[src/hdl/eir_consts.svh]
// Register indices, field positions and reset values of the external request block
`ifndef EIR_CONSTS_SVH
`define EIR_CONSTS_SVH

// Register indices; the APB byte address is four times the index
`define EIR_IDX_FLAGS 6'h38
`define EIR_IDX_ENABLES 6'h39
`define EIR_IDX_SENSE 6'h3a
`define EIR_IDX_CAUSE 6'h34
`define EIR_IDX_GLOBAL 6'h3f

// Reset values
`define EIR_RST_FLAGS 4'h0
`define EIR_RST_ENABLES 8'h00
`define EIR_RST_SENSE 8'h00
`define EIR_RST_GLOBAL 1'h0

// Field positions
`define EIR_BIT_POWER_ON 0
`define EIR_BIT_PIN_RESET 1
`define EIR_BIT_GLOBAL 0
`define EIR_FIRST_EDGE_LINE 4
`define EIR_LINE_COUNT 8

`endif

[src/hdl/eir_pkg.sv]
// Types shared by the external request block
package eir_pkg;

   typedef enum logic [1:0]
   {
      EIR_SENSE_LOW = 2'h0,
      EIR_SENSE_RSVD = 2'h1,
      EIR_SENSE_FALL = 2'h2,
      EIR_SENSE_RISE = 2'h3
   } eir_sense_e;

   typedef struct packed
   {
      logic psel;
      logic penable;
      logic pwrite;
      logic [7:0] paddr;
      logic [31:0] pwdata;
   } eir_apb_req_s;

   typedef struct packed
   {
      logic powerOn;
      logic pinReset;
      logic watchdog;
   } eir_reset_cause_s;

endpackage : eir_pkg

[src/hdl/eir_sense_line.sv]
// One request pin: synchroniser, edge detector and low-level sense
module eir_sense_line
   import eir_pkg::*;
(
   // Clock and reset
   input wire logic clk,
   input wire logic nrst,
   // Pin and mode
   input wire logic requestPin,
   input eir_sense_e senseMode,
   // Detected conditions
   output logic levelLow,
   output logic edgeHit
);

   logic syncFirst_reg;
   logic syncSecond_reg;
   logic prevSample_reg;
   wire fallSeen;
   wire riseSeen;

   // Idle high so release from reset raises no false edge
   always_ff @(posedge clk)
   begin
      if (!nrst)
      begin
         syncFirst_reg <= 1'b1;
         syncSecond_reg <= 1'b1;
         prevSample_reg <= 1'b1;
      end
      else
      begin
         syncFirst_reg <= requestPin;
         syncSecond_reg <= syncFirst_reg;
         prevSample_reg <= syncSecond_reg;
      end
   end

   assign fallSeen = prevSample_reg & ~syncSecond_reg;
   assign riseSeen = ~prevSample_reg & syncSecond_reg;
   assign levelLow = ~syncSecond_reg;
   assign edgeHit = (senseMode == EIR_SENSE_FALL) ? fallSeen :
                    (senseMode == EIR_SENSE_RISE) ? riseSeen : 1'b0;

endmodule : eir_sense_line

[src/hdl/eir_top.sv]
// External request lines, request masking and the reset cause record, on APB
`include "eir_consts.svh"

// What this block does
// - An external pin reset sets the pin flag; watchdog reset leaves it alone.
// - Power-on reset sets the power-on flag; other resets keep it.
// - Upper six bits of the reset cause register read as zero.
// - Accepting an interrupt clears the global enable.
// - Return from handler sets the global enable; software may set it too.
// - Vectoring to a handler clears that source's pending flag.
// - Writing one to an edge flag clears it; zero leaves it. Reset cause flags clear on a written zero.
// - A flag is set and held even while its enable is zero.
// - Flags set while globally disabled stay pending, served by priority.
// - A level-sensed request sets no flag, pending only while low.
// - The status register is neither saved nor restored on entry or return.
// - Each enable bit, reset zero, gates its line only with global enable.
// - Pin activity requests even when the pin is driven as an output.
// - Lines 3 to 0 are low-level only, requesting while held low.
// - Edge flags 7 to 4 are set by a triggering edge.
// - Edge flags are held zero while their line is in low-level mode.
// - Flag register bits 3 to 0 read as zero.
// - Sense field per line 7..4: low, reserved, falling, rising.
// - Pins are sampled before edge detection; wider than one clock is caught.
module eir_top
   import eir_pkg::*;
(
   // Clock and reset
   input wire logic clk,
   input wire logic nrst,
   // APB slave
   input eir_apb_req_s apbReq,
   output logic [31:0] prdata,
   output logic pready,
   output logic pslverr,
   // External request pins
   input wire logic [7:0] requestPins,
   // Reset generator causes, same clock, sampled on every rising edge
   input eir_reset_cause_s resetCause,
   // Core vectoring
   input wire logic irqTake,
   input wire logic returnFromHandler,
   output logic irqRequest,
   output logic [2:0] irqLine,
   output logic globalEnable
);

   logic [3:0] edgeFlags_reg;
   logic [3:0] edgeFlags_next;
   logic [7:0] enables_reg;
   logic [7:0] senseCtrl_reg;
   logic globalEnable_reg;
   logic globalEnable_next;
   logic powerOnFlag_reg;
   logic pinResetFlag_reg;
   logic [31:0] prdata_reg;
   logic pslverr_reg;
   logic [2:0] firstLine;
   logic [7:0] levelLow;
   logic [7:0] edgeHit;
   logic [7:0] pending;

   wire setupPhase;
   wire writeAccess;
   wire wordAligned;
   wire [5:0] regIndex;
   wire hitFlags;
   wire hitEnables;
   wire hitSense;
   wire hitCause;
   wire hitGlobal;
   wire mapped;
   wire wrFlags;
   wire wrEnables;
   wire wrSense;
   wire wrCause;
   wire wrGlobal;
   wire [7:0] wrByte;
   wire [7:0] enabledReq;
   wire takeValid;
   wire [31:0] readMux;

   // APB decode; the slave always answers in the first access cycle
   assign setupPhase = apbReq.psel & ~apbReq.penable;
   assign writeAccess = apbReq.psel & apbReq.penable & apbReq.pwrite;
   assign wordAligned = (apbReq.paddr[1:0] == 2'h0);
   assign regIndex = apbReq.paddr[7:2];
   assign hitFlags = wordAligned & (regIndex == `EIR_IDX_FLAGS);
   assign hitEnables = wordAligned & (regIndex == `EIR_IDX_ENABLES);
   assign hitSense = wordAligned & (regIndex == `EIR_IDX_SENSE);
   assign hitCause = wordAligned & (regIndex == `EIR_IDX_CAUSE);
   assign hitGlobal = wordAligned & (regIndex == `EIR_IDX_GLOBAL);
   assign mapped = hitFlags | hitEnables | hitSense | hitCause | hitGlobal;
   assign wrFlags = writeAccess & hitFlags;
   assign wrEnables = writeAccess & hitEnables;
   assign wrSense = writeAccess & hitSense;
   assign wrCause = writeAccess & hitCause;
   assign wrGlobal = writeAccess & hitGlobal;
   assign wrByte = apbReq.pwdata[7:0];

   // Per-line sensing; lines 3..0 have no mode field and stay low-level
   genvar g;
   generate
      for (g = 0; g < `EIR_LINE_COUNT; g++)
      begin : gLine
         eir_sense_e lineMode;
         if (g >= `EIR_FIRST_EDGE_LINE)
         begin : gCfg
            assign lineMode = eir_sense_e'(senseCtrl_reg[2*(g-4) +: 2]);
         end
         else
         begin : gFix
            assign lineMode = EIR_SENSE_LOW;
         end
         // Pins are read whatever their port direction
         eir_sense_line uSense
         (
            .clk(clk),
            .nrst(nrst),
            .requestPin(requestPins[g]),
            .senseMode(lineMode),
            .levelLow(levelLow[g]),
            .edgeHit(edgeHit[g])
         );
      end
   endgenerate

   // Only meaningful for lines 7..4, which own a mode field
   function automatic logic gLineModeIsLow(input int idx);
      logic [1:0] fld;
      fld = senseCtrl_reg[2*(idx-4) +: 2];
      return (fld == EIR_SENSE_LOW);
   endfunction : gLineModeIsLow

   // Pending conditions before any masking
   always_comb
   begin
      pending = 8'h00;
      for (int i = 0; i < `EIR_LINE_COUNT; i++)
      begin
         if (i < `EIR_FIRST_EDGE_LINE)
            pending[i] = levelLow[i];
         else if (gLineModeIsLow(i))
            pending[i] = levelLow[i];
         else
            pending[i] = edgeFlags_reg[i-4];
      end
   end

   assign enabledReq = pending & enables_reg;
   assign irqRequest = globalEnable_reg & (|enabledReq);

   // Lowest line first
   always_comb
   begin
      firstLine = 3'h0;
      for (int i = `EIR_LINE_COUNT - 1; i >= 0; i--)
      begin
         if (enabledReq[i])
            firstLine = i[2:0];
      end
   end
   assign irqLine = firstLine;
   assign takeValid = irqTake & irqRequest;

   // Edge flags: the set wins over write and vectoring clears in the same cycle; low-level mode forces zero over the set
   always_comb
   begin
      edgeFlags_next = edgeFlags_reg;
      for (int k = 0; k < 4; k++)
      begin
         if (wrFlags & wrByte[k+4])
            edgeFlags_next[k] = 1'b0;
         if (takeValid & (irqLine == 3'(k + 4)))
            edgeFlags_next[k] = 1'b0;
         if (edgeHit[k+4])
            edgeFlags_next[k] = 1'b1;
         if (gLineModeIsLow(k + 4))
            edgeFlags_next[k] = 1'b0;
      end
   end

   // Status register stays with software across entry and return
   always_comb
   begin
      globalEnable_next = globalEnable_reg;
      if (takeValid)
         globalEnable_next = 1'b0;
      else if (returnFromHandler)
         globalEnable_next = 1'b1;
      else if (wrGlobal)
         globalEnable_next = wrByte[`EIR_BIT_GLOBAL];
   end
   assign globalEnable = globalEnable_reg;

   always_ff @(posedge clk)
   begin
      if (!nrst)
      begin
         edgeFlags_reg <= `EIR_RST_FLAGS;
         enables_reg <= `EIR_RST_ENABLES;
         senseCtrl_reg <= `EIR_RST_SENSE;
         globalEnable_reg <= `EIR_RST_GLOBAL;
      end
      else
      begin
         edgeFlags_reg <= edgeFlags_next;
         globalEnable_reg <= globalEnable_next;
         if (wrEnables)
            enables_reg <= wrByte;
         if (wrSense)
            senseCtrl_reg <= wrByte;
      end
   end

   // Reset cause record survives the chip reset, so nrst does not touch it
   always_ff @(posedge clk)
   begin
      if (resetCause.powerOn)
      begin
         powerOnFlag_reg <= 1'b1;
         pinResetFlag_reg <= 1'b0;
      end
      else if (resetCause.pinReset)
         pinResetFlag_reg <= 1'b1;
      else if (wrCause)
      begin
         // Software clears a flag by writing zero to it
         powerOnFlag_reg <= powerOnFlag_reg & wrByte[`EIR_BIT_POWER_ON];
         pinResetFlag_reg <= pinResetFlag_reg & wrByte[`EIR_BIT_PIN_RESET];
      end
   end

   // Read data is captured in the setup cycle so it is steady when pready is high
   assign readMux =
      hitFlags ? {24'h0, edgeFlags_reg, 4'h0} :
      hitEnables ? {24'h0, enables_reg} :
      hitSense ? {24'h0, senseCtrl_reg} :
      hitCause ? {30'h0, pinResetFlag_reg, powerOnFlag_reg} :
      hitGlobal ? {31'h0, globalEnable_reg} : 32'h0;

   always_ff @(posedge clk)
   begin
      if (!nrst)
      begin
         prdata_reg <= 32'h0;
         pslverr_reg <= 1'b0;
      end
      else if (setupPhase)
      begin
         prdata_reg <= apbReq.pwrite ? 32'h0 : readMux;
         pslverr_reg <= ~mapped;
      end
   end

   assign prdata = prdata_reg;
   assign pslverr = pslverr_reg;
   assign pready = 1'b1;
endmodule : eir_top

[config.mk]
export PLATFORM = sky130hd
export DESIGN_NAME = eir_top
export DESIGN_NICKNAME = d
export VERILOG_FILES = /design/src/hdl/eir_pkg.sv /design/src/hdl/eir_sense_line.sv /design/src/hdl/eir_top.sv
export VERILOG_INCLUDE_DIRS = /design/src /design/src/hdl
export SDC_FILE = /design/constraint.sdc
export NUM_CORES = 1
export LEC_CHECK = 0
export BUFFER_PORTS_ARGS = -buffer_cell sky130_fd_sc_hd__buf_2
export CAP_MARGIN = 20
export CORE_MARGIN = 4
export CORE_UTILIZATION = 35
export DETAILED_ROUTE_END_ITERATION = 8
export GPL_ROUTABILITY_DRIVEN = 0
export HOLD_SLACK_MARGIN = 0.1
export PLACE_DENSITY = 0.7
export SLEW_MARGIN = 0
export SYNTH_ARGS = -nofsm -noshare
export SYNTH_HDL_FRONTEND = slang
export SYNTH_SLANG_ARGS = --single-unit
[constraint.sdc]
create_clock -name clk -period 1.5 [get_ports clk]
set_input_delay 0.075 -clock clk [delete_from_list [all_inputs] [get_ports clk]]
set_output_delay 0.075 -clock clk [all_outputs]
set_load 0.02 [all_outputs]
## Yosys cells after proc, flatten, opt, wreduce, memory -nomap -nowiden

Index checks and enable logic that the tools add are counted.

| cells by class | value |
|---|---|
| eq/ne operators | 17 |
| muxes and demuxes | 42 |
| bitwise logic cells | 54 |
| reduce and logical (&&, ||, !) cells | 18 |

Operator list:

| kind | count |
|---|---|
| bitwise AND 1 bit | 33 |
| 2-to-1 mux 8 bit | 4 |
| equality test 6 bit, second input constant | 5 |
| 2-to-1 mux 1 bit | 29 |
| 2-to-1 mux 3 bit | 8 |
| equality test 2 bit, second input constant | 8 |
| inverter 1 bit | 16 |
| equality test 3 bit, second input constant | 4 |
| nonzero test 3 bit | 4 |
| logical NOT 2 bit | 5 |
| OR reduction 2 bit | 5 |
| bitwise AND 8 bit | 1 |
| OR reduction 8 bit | 1 |
| bitwise OR 1 bit | 4 |
| nonzero test 2 bit | 2 |
| 2-to-1 mux 2 bit | 1 |
| AND reduction 2 bit | 1 |

| word-level totals | value |
|---|---|
| register bits after elaboration | 76 |
| bits of input ports | 58 |
| output and inout bits | 39 |

## Logic depth before layout (Yosys ltp)

Gate-level depths: netlist of the first run.

| depth | value |
|---|---|
| word-level depth | 15 |
| mapped depth | 7 |
| gate-level depth less buffers | 5 |

## By module

From an unflattened synthesis of the first run, not the netlist that was laid out.

| unflattened totals | value |
|---|---|
| cell total of the unflattened synthesis | 314 |
| area, all modules | 2866.5 µm² |

Modules (own cells, without submodules):

| module | instances | cells an instance | area each (µm²) |
|---|---|---|---|
| eir_top | 1 | 234 | 2005.7 |
| eir_sense_line | 8 | 10 | 107.6 |

## Least setup slack after synthesis of the first run

Ideal clock, no wire load.

| timing | value |
|---|---|
| kind | reg2reg |
| from | reg senseCtrl_reg[4] |
| to | reg edgeFlags_reg[2] |
| setup time | 0.131 ns |
| data arrival time | 1.402 ns |
| path slack | -0.033 ns |
| stages on the path, launching flop included | 6 |
| cells stage by stage | dfxtp_1 > or3_1 > a21boi_2 > o211ai_1 > a2111oi_0 > nor3_1 |

| on the way | value |
|---|---|
| cells in the longest elaborated chain, start to end | 14 |
| elaborated cells on any way between the ends | 23 |

Ends and longest elaborated chain:

| item | line | source |
|---|---|---|
| start, declared | eir_top.sv:50 | `logic [7:0] senseCtrl_reg;` |
| start signal, assigned | eir_top.sv:201 | `` senseCtrl_reg <= `EIR_RST_SENSE; `` |
| start signal, assigned | eir_top.sv:211 | `senseCtrl_reg <= wrByte;` |
| logical NOT 2 bit | eir_top.sv:131 | `return (fld == EIR_SENSE_LOW);` |
| 2-to-1 mux 1 bit | eir_top.sv:142 | `else if (gLineModeIsLow(i))` |
| bitwise AND 8 bit | eir_top.sv:149 | `assign enabledReq = pending & enables_reg;` |
| 2-to-1 mux 3 bit (7 in series) | eir_top.sv:158 | `if (enabledReq[i])` |
| equality test 3 bit | eir_top.sv:173 | `if (takeValid & (irqLine == 3'(k + 4)))` |
| bitwise AND 1 bit | eir_top.sv:173 |  |
| 2-to-1 mux 1 bit | eir_top.sv:173 |  |
| 2-to-1 mux 1 bit | eir_top.sv:175 | `if (edgeHit[k+4])` |
| end signal, assigned | eir_top.sv:199 | `` edgeFlags_reg <= `EIR_RST_FLAGS; `` |
| end signal, assigned | eir_top.sv:206 | `edgeFlags_reg <= edgeFlags_next;` |
| end, declared | eir_top.sv:47 | `logic [3:0] edgeFlags_reg;` |

Several ways; a longest one is shown, not always the timed one.
A chain may end at the register's enable or synchronous reset.

## Worst setup path in the final report of the first run

| timing | value |
|---|---|
| from | reg senseCtrl_reg[5] |
| to | out irqRequest |

| on the way | value |
|---|---|
| cells in the longest elaborated chain, start to end | 5 |

Ends and longest elaborated chain:

| item | line | source |
|---|---|---|
| logical NOT 2 bit | eir_top.sv:131 |  |
| 2-to-1 mux 1 bit | eir_top.sv:142 |  |
| bitwise AND 8 bit | eir_top.sv:149 |  |
| OR reduction 8 bit | eir_top.sv:150 | `assign irqRequest = globalEnable_reg & (\|enabledReq);` |
| bitwise AND 1 bit | eir_top.sv:150 |  |
| end, declared | eir_top.sv:42 | `output logic irqRequest,` |

Every way passes these cells.

==> summary.txt, run 1 <==
Run status
  • Outcome: finished, violations left
  • Failing checks: negative setup slack

Synthesis
  • Synthesized instance count: 290
  • Main flop type after synthesis: dfxtp_1
  • Register area share after synthesis: roughly 40%
  • Synth unique cells: slightly above 50
  • Syn_area_per_cell: between 8 and 9 sq um
  • Flops & latches, synth: 52
  • Post-synthesis async set-or-reset flop share: 0%
  • Yosys warns: 0
  • Post-synth EDFFs: 0
  • Synth Cell Area: 0.00260 sq mm

GRT
  • Vias in the first global route: roughly 2200
  • Global-route wire length before repair: approximately 11000 um
  • Congestion Overflow GR: 0
  • Antenna violations before repair: 0
  • Gr usage total: 15.2%
  • Largest net degree at the start of global routing: 19

Finish
  • Layout net count: 444
  • Fill count: 702
  • Most frequent cells in the layout: dfxtp_1, buf_2, buf_4, nand2b_1, conb_1
  • Ratio of cells with drive above 1 in the final layout: between 20% and 30%
  • Commonest non-fill, non-tap cell in the layout: dfxtp_1
  • Area delta synth->final: 35.2%
  • Antenna Cells: 0

Die
  • Die width: 94.2 um
  • Die Area: 0.00888 sq mm
  • Die Y: approximately 94 um
  • I/O Pins: 97
  • Initial core utilization: 35.9%
  • # rows: 31
  • Placeable Area: between 0.007 and 0.008 sq mm

Route
  • DR pass1 iterations: 4
  • Wire per inst: 13.3 um
  • Drc violations: 0
  • Antenna Nets Post-Route: 0
  • Final WL: 6460 um
  • DR iter-0 viols: 92
  • Routed vias/inst: 4.69
  • Vias after detailed routing: 2281

STA
  • Fin crit share: 128%
  • RSZ-0062 raised after global routing: yes
  • Worst Slack Setup Final: -413 ps
  • Final setup vio count: 7
  • Final Hold Viols: 0
  • Worst hold margin: 119 ps
  • Clock Skews: 6.60 ps
  • Final Critical Period: between 1500 and 2000 ps
  • Max Slew Vio Count: 0
  • Fmax: between 500 and 600 MHz

Critical path
  • Critical path class: flop to output pin
  • CP startpoint kind: flop
  • CP Max Fanout: 4
  • Req. time, crit path: 1420 ps
  • Worst setup EP type: output pin
  • Arrival time worst endpoint: 1840 ps

Clock tree
  • Clk pin slew, worst setup/hold paths: approximately 100 ps
  • Htree depth: 2
  • Clk Latency, worst-skew pair: 310 ps
  • CTS Buf Count: 5
  • CTS sink cnt: 52
  • CTS tree: yes
  • Root Driver: clkbuf_8
  • Clock Path Buffers: 2

Pwr
  • Pwr dens: approximately 740 mW/mm^2
  • Total design power: 2.60 mW
  • Comb pwr share: 12.3%
  • Peak supply drop: 0.501 mV
  • Seq pwr share: ~55%
  • Int Pwr: about 1.9 mW
  • Pleak: roughly 1.4 nW
  • Switching share of total power: 27.2%
  • P_sw: 0.705 mW
  • Clock power frac: 33.1%

Min path
  • Hold WC Path Type: input port to flop

Run
  • Max-cap violations: 0

Place
  • Placed wire-length estimate: between 4000 and 5000 um
  • IO Port Bufs: 46
-- path summary, 6_finish.rpt --
path	startpoint	endpoint	slack (ps)	depth (start not counted)
worst min-delay path	nrst	gLine[6].uSense.syncSecond_reg	120	2
worst max-delay path	senseCtrl_reg[5]	irqRequest	-410	6
worst min register to register	gLine[1].uSense.syncFirst_reg	gLine[1].uSense.syncSecond_reg	420	1
worst max register to register	senseCtrl_reg[5]	edgeFlags_reg[3]	-170	6
-- worst max-delay path, cell delays in order (launching register included) --
cell      delay [ps]
dfxtp_2          330
or3_4            390
a21boi_4         180
and4bb_2         290
nand2_2           90
and2_4           140
buf_6            110
-- synthesized netlist by cell type, drive strengths merged, types with 2 or more instances --
cell | instances | area share [%]
a21oi | 5 | 0.96
inv | 2 | 0.29
nor2 | 10 | 2.1
buf | 29 | 8.6
nand2 | 23 | 3.3
a22oi | 4 | 1.2
a22o | 5 | 1.7
a31oi | 3 | 0.72
mux2i | 20 | 7.7
nand3 | 7 | 1.3
nor3 | 5 | 0.96
nand3b | 3 | 0.87
nor2b | 22 | 5.6
and2 | 5 | 1.2
or3 | 2 | 0.67
clkbuf | 8 | 1.2
dfxtp | 52 | 40
o21ai | 25 | 4.8
o21a | 4 | 1.2
and3 | 2 | 0.48
a21boi | 2 | 0.72
o211ai | 3 | 0.87
nor4 | 2 | 0.48
nand2b | 30 | 7.5
conb | 2 | 0.29
-- routing by layer --
metal | routed length, um | global-route usage, % | share of wire, %
met5 | 0 | 0 | 0
met4 | 53 | 3.13 | 0.82
met3 | 420 | 3.45 | 6.5
met2 | 2950 | 25.7 | 46
met1 | 3030 | 19.7 | 47
-- repair_timing --
action | in CTS | in global routing
pin swaps | 5 | 7
hold buffers | 22 | 0
endpoints found under the setup margin | 7 | 10
endpoints found under the hold margin | 24 | 0
buffers inserted | 1 | 2
gates resized for setup | 15 | 17
-- metrics by stage --
stage | setup WS (ps) | std cells | instance area [sq um] | setup TNS [ps] | util [%]
after CTS | -403 | 485 | 3430 | -1820 | 47.3
after detailed placement | -126 | 454 | 3050 | -1590 | 42.1
after global routing | -462 | 486 | 3520 | -2220 | 48.5
after floorplan | -33.0 | 313 | 2690 | -33.0 | -
final | -413 | 486 | 3520 | -1820 | 48.5
after global placement | -83.6 | 454 | 3050 | -1160 | 42.1
-- power by group through the flow --
stage	clock [mW]	sequential (mW)	combinational [mW]
global route	0.934	1.42	0.353
CTS	0.877	1.42	0.308
floorplan	0	1.45	0.211
global placement	0	1.45	0.261
detailed placement	0	1.45	0.264
finish	0.858	1.42	0.319
-- cell families (layout without fill, tap and decap cells) --
family	count (synthesis)	count (layout)	synth area share, %
AND/OR/NAND/NOR	115	115	26.0
flip-flops	52	52	40.0
buffers and inverters	39	113	10.1
multiplexers	21	21	8.12
other	2	25	0.289
AO/OA/AOI/OAI	61	61	15.5
-- cell type report --
| type | count | area, sq um | share of cell area [%] |
|---|---|---|---|
| Clock inverter | 3 | 25.0 | 0.711 |
| Timing Repair Buffer | 103 | 747 | 21.2 |
| Sequential cell | 52 | 1040 | 29.7 |
| Clock buffer | 5 | 68.8 | 1.96 |
| Inverter | 2 | 7.51 | 0.213 |
| Multi-Input combinational cell | 222 | 1500 | 42.7 |
| Tap cell | 99 | 124 | 3.52 |
No activity file was read; power rests on OpenSTA's default activity.
==> run 2: changes to the inputs <==
- CORE_ASPECT_RATIO: not set -> 1.5
==> run 2 against run 1 <==
Compared with the run above: the run still ends with negative setup slack left; cell count grew 2.3%; worst hold slack lost 2.1 ps; register-to-register slack is essentially flat.
==> summary.txt, run 2 (synthesized netlist as in run 1, its figures left out) <==
Clock tree
  • CTS Buf Count: 5
  • CTS sink cnt: 52
  • Root Driver: clkbuf_8
  • Clock Path Buffers: 2
  • Clk Latency, worst-skew pair: 320 ps
  • CTS tree: yes
  • Htree depth: 2
  • Clk pin slew, worst setup/hold paths: 100 ps

GRT
  • GR Layer Usage met2: 28.1%
  • Congestion Overflow GR: 0
  • Busiest grt layer: met2
  • Largest net degree at the start of global routing: 25
  • Global-route wire length before repair: about 11000 um
  • Gr usage total: 14.8%
  • Met3 global-route usage: approximately 2.1%
  • Met1 Use GR: 15.8%
  • Vias in the first global route: 2303
  • Antenna violations before repair: 0

Die
  • Die width: 78.4 um
  • Die Y: ~110 um
  • # rows: 38
  • Placeable Area: slightly above 0.007 sq mm
  • Initial core utilization: 36.0%
  • I/O Pins: 97
  • Die Area: 0.00891 sq mm

Place
  • Post-place setup slack: -130 ps
  • Placed wire-length estimate: 4900 um
  • DP Cell Count: between 400 and 500
  • IO Port Bufs: 46
  • Placed Area: just over 0.003 sq mm

Pwr
  • Total design power: around 2.6 mW
  • Pleak: 1.47 nW
  • Pwr dens: 713 mW/mm^2
  • Peak supply drop: 0.416 mV

Critical path
  • CP Max Fanout: 4
  • Req. time, crit path: roughly 1400 ps
  • Worst setup EP type: output pin
  • Slowest cell on crit path: dfxtp_2
  • Largest stage delay on the critical path: between 300 and 400 ps
  • Arrival time worst endpoint: 1840 ps
  • Crit path top cell by count: o21a_1
  • CP startpoint kind: flop
  • Critical path, cell by cell: o21a_1, o21a_1, buf_4, and4bb_2, nand2_2, and2_4, buf_6
  • Critical path class: flop to output pin

Route
  • Vias after detailed routing: 2384
  • Drc violations: 0
  • Final WL: roughly 6600 um
  • Wire per inst: 13.3 um
  • Routed vias/inst: 4.80
  • DR pass1 iterations: 4
  • DR iter-0 viols: around 140
  • Antenna Nets Post-Route: 0

Finish
  • Ratio of cells with drive above 1 in the final layout: 32.2%
  • Most frequent cells in the layout: dfxtp_1, buf_2, buf_4, nand2b_1, conb_1
  • Commonest non-fill, non-tap cell in the layout: dfxtp_1
  • Layout net count: about 450
  • Count of non-filler cells in the finished layout: 497
  • Design Area, Final: roughly 0.0036 sq mm
  • Fill count: 701
  • Area delta synth->final: 38.4%
  • Antenna Cells: 0
  • Layout Utilization: between 40 and 50%

STA
  • Max Slew Vio Count: 0
  • Worst Slack Setup Final: -418 ps
  • Final Hold Viols: 0
  • Clock Skews: between 15 and 20 ps
  • Final Critical Period: roughly 1900 ps
  • Fin crit share: 128%
  • Fmax: 521 MHz
  • Worst hold margin: 117 ps
  • RSZ-0062 raised after global routing: yes
  • Final setup vio count: 7
  • Setup Total Neg Slack: -1760 ps

Min path
  • Hold WC Path Type: input port to flop

Run
  • Max-cap violations: 0

Run status
  • Outcome: finished, violations left
  • Failing checks: negative setup slack
-- run 2: changes by cell type in the layout (fill, tap and decap cells not counted), sizes merged --
cell	change
buf	+9
inv	-2
dlygate4sd3	+1
clkbuf	+2
-- run 2: critical path, delay by kind of cell (launching register included) --
family / cells / cell delay [ps]
AO/OA/AOI/OAI: 2 / 380
AND/OR/NAND/NOR: 3 / 530
flip-flops: 1 / 350
buffers and inverters: 2 / 260
-- run 2: metal layers --
metal,share of wire (%),wire length [um]
met3,4.6,300
met5,0,0
met1,41,2690
met2,52,3440
met4,2.3,154
-- run 2: timing repair --
item                                   4_1_cts  5_1_grt
gates cloned                                 0        0
hold buffers                                23        0
resized for setup                           18       18
buffers inserted                             4        0
setup endpoints to repair                    8       11
pin swaps                                    8        7
endpoints found under the hold margin       27        0
-- run 2: path summary, 6_finish.rpt --
path         cells after the start  slack [ps]                          start                             end
min                              3         120              returnFromHandler                    globalEnable
min reg2reg                      1         390  gLine[4].uSense.syncFirst_reg  gLine[4].uSense.syncSecond_reg
max reg2reg                      8        -160               senseCtrl_reg[7]                    globalEnable
max                              7        -420               senseCtrl_reg[7]                      irqRequest
-- run 2: area by class of cell --
class | count | area [sq um] | share of cell area [%]
clock buffer | 7 | 86.3 | 2.40
clock inverter | 1 | 7.51 | 0.208
inverter | 2 | 7.51 | 0.208
multi-input combinational | 222 | 1490 | 41.2
sequential | 52 | 1050 | 29.1
tap | 100 | 125 | 3.47
timing repair buffer | 113 | 841 | 23.3
-- run 2: power by group --
group	switching, mW	internal (mW)	leakage [nW]
sequential	0.00991	1.41	0.426
combinational	0.180	0.139	1.00
clock	0.456	0.376	0.0445
==> run 3: changes to the inputs <==
- ABC_AREA: not set -> 1
- PLACE_DENSITY: 0.7 -> 0.71
==> run 3 against run 2 <==
Compared with the run above: via count decreased by 0.13%; critical path depth stayed put; clock-buffer cell count shrank 1; the run still ends with negative setup slack left; largest power group unchanged; sequential power about the same; critical path type unchanged; fmax increased by 17%; critical endpoint unchanged; first-iteration DRC count fell by 16%; synthesized cell count grew 17%; worst hold slack got worse by 9.5 ps.
==> summary.txt, run 3 <==
Run status
  • Outcome: finished, violations left
  • Failing checks: negative setup slack

STA
  • Slew Limit Headroom: 56.7%
  • Clock Skews: 14.0 ps
  • RSZ-0062 raised after global routing: yes
  • Fin crit share: 109%
  • Final Hold Viols: 0
  • Worst Slack Setup Final: -134 ps
  • Max Slew Vio Count: 0
  • Worst Max-Slew Pin Slew: ~650 ps
  • Setup Total Neg Slack: -467 ps
  • Final setup vio count: 7
  • Final Critical Period: 1630 ps
  • Fmax: 612 MHz

Min path
  • Hold WC Path Type: input port to flop
  • Hold Crit Depth: 3
  • Hold Crit Start: apbReq[5]
  • Hold path endpoint: senseCtrl_reg[5]

Finish
  • Layout Utilization: 46.6%
  • Layout net count: 472
  • Count of non-filler cells in the finished layout: a little over 500
  • Area delta synth->final: 27.8%
  • Design Area, Final: 0.00326 sq mm
  • Most frequent cells in the layout: nand2_1, dfxtp_1, buf_2, inv_1, a21oi_1
  • Fill count: 700
  • Ratio of cells with drive above 1 in the final layout: 33.5%
  • Antenna Cells: 0

GRT
  • Largest net degree at the start of global routing: 27
  • Congestion Overflow GR: 0
  • Gr usage total: 13.7%
  • Vias in the first global route: 2258
  • Busiest grt layer: met2
  • Antenna violations before repair: 0
  • Met1 Use GR: 15.5%
  • Global-route wire length before repair: 9830 um
  • GR Layer Usage met2: 24.1%
  • Met3 global-route usage: 2.97%

Pwr
  • Total design power: 2.63 mW
  • Pleak: 1.44 nW
  • Pwr dens: just over 800 mW/mm^2
  • Peak supply drop: just under 0.5 mV

Synthesis
  • Main combinational cell family by area after synthesis: simple AND/OR/NAND/NOR gates
  • Post-synthesis compound-gate area fraction: 17.2%
  • Syn_area_per_cell: 7.50 sq um
  • Area share of fa/ha/maj cells after synthesis: 0%
  • Post-synthesis async set-or-reset flop share: 0%
  • Main flop type after synthesis: dfxtp_1
  • Synth unique cells: 29
  • Synthesized instance count: 340
  • Synth area leader: dfxtp_1
  • Synth top area share: 40.8%
  • Mux contribution to synthesized area: 0%
  • Post-synth EDFFs: 0
  • Simple logic cell fraction of the synthesized area: between 20% and 30%
  • Flops & latches, synth: between 50 and 60
  • Synth Cell Area: between 0.002 and 0.003 sq mm
  • Top cells by count, synth: dfxtp_1, nand2_1, inv_1, a21oi_1, buf_4
  • XOR/XNOR Fraction of Synth Area: 0%
  • Yosys warns: 0
  • Register area share after synthesis: 40.8%
  • Ranking of synthesized cells by area: dfxtp_1, nand2_1, buf_4

Die
  • I/O Pins: 97
  • # rows: 37
  • Die Area: 0.00874 sq mm
  • Initial core utilization: 36.5%
  • Die width: around 78 um
  • Die Y: between 100 and 150 um
  • Placeable Area: 0.00699 sq mm

Clock tree
  • CTS tree: yes
  • CTS Buf Count: 5
  • Root Driver: clkbuf_8
  • Clk pin slew, worst setup/hold paths: 90 ps
  • Clock Path Buffers: 2
  • Htree depth: 2
  • CTS sink cnt: 52
  • Clk Latency, worst-skew pair: 310 ps

Route
  • DR pass1 iterations: 4
  • Routed vias/inst: ~4.7
  • Wire per inst: 11.9 um
  • Drc violations: 0
  • Antenna Nets Post-Route: 0
  • Vias after detailed routing: 2381
  • Final WL: 6110 um
  • DR iter-0 viols: 120

Place
  • Placed wire-length estimate: 4620 um
  • Placed Area: 0.00280 sq mm
  • IO Port Bufs: 46
  • DP Cell Count: 480

Critical path
  • FF-to-FF End: edgeFlags_reg[2]
  • Worst setup EP type: output pin
  • Critical path class: flop to output pin
  • CP startpoint kind: flop
  • Critical R2R Launch: senseCtrl_reg[6]
  • Arrival time worst endpoint: 1560 ps
  • Reg2Reg Depth: 16
  • CP Max Fanout: 3
  • Req. time, crit path: 1420 ps
  • Reg2Reg Setup Slack: -70 ps

Run
  • Max-cap violations: 0
-- run 3: worst max path at each step --
stage                     slack [ps]                to  cells past startpoint             start
after floorplan                  170  edgeFlags_reg[1]                     10    enables_reg[0]
after global placement            80  edgeFlags_reg[1]                     11  senseCtrl_reg[0]
after detailed placement          30  edgeFlags_reg[1]                     11  senseCtrl_reg[0]
after CTS                       -100        irqLine[0]                     13  senseCtrl_reg[6]
after global routing            -220        irqLine[0]                     13  senseCtrl_reg[6]
final                           -130        irqRequest                      7  senseCtrl_reg[7]
-- run 3: final cells by class --
type / instances / area, sq um / area share (%)
tap: 97 / 121 / 3.72
clock buffer: 6 / 72.6 / 2.23
sequential: 52 / 1060 / 32.6
timing repair buffer: 77 / 528 / 16.2
multi-input combinational: 231 / 1260 / 38.7
inverter: 47 / 176 / 5.41
clock inverter: 2 / 38.8 / 1.19
-- run 3: routing by layer --
layer  wire (um)  vias to the layer above
met3         417                       10
met1        2550                     1080
li1            -                     1200
met2        3000                       91
met4         133                        0
met5           0                        -
-- run 3: timing repair --
action                                  in CTS  in global routing
hold buffers                                19                  0
endpoints found under the hold margin       19                  0
gates resized for setup                     18                 26
buffers inserted                             3                  2
endpoints found under the setup margin       4                 14
pin swaps                                    5                 12
-- run 3: logic make-up after synthesis --
logic type | Yosys count
other cells | 2
simple gates | 130
buf+inv | 80
compound gates | 76
flops | 52
-- run 3: stage by stage --
step / worst slack (ps) / hold slack (ps)
after floorplan: 173 / 179
after global placement: 78.1 / 261
after detailed placement: 27.6 / 262
after global routing: -218 / 112
after CTS: -103 / 103
final: -134 / 107
-- run 3: critical path, stage by stage (launching register included) --
cell,delay (ps)
dfxtp_4,360
buf_4,130
o21bai_1,120
nand3_1,90
nand2_1,150
nor2_2,70
a21oi_1,170
buf_4,170
-- run 3: where the power goes --
part | total, mW | switching, mW | internal [mW] | leakage, nW
logic | 0.260 | 0.158 | 0.102 | 0.955
clock network | 0.962 | 0.457 | 0.505 | 0.0558
registers | 1.41 | 0.0112 | 1.40 | 0.430
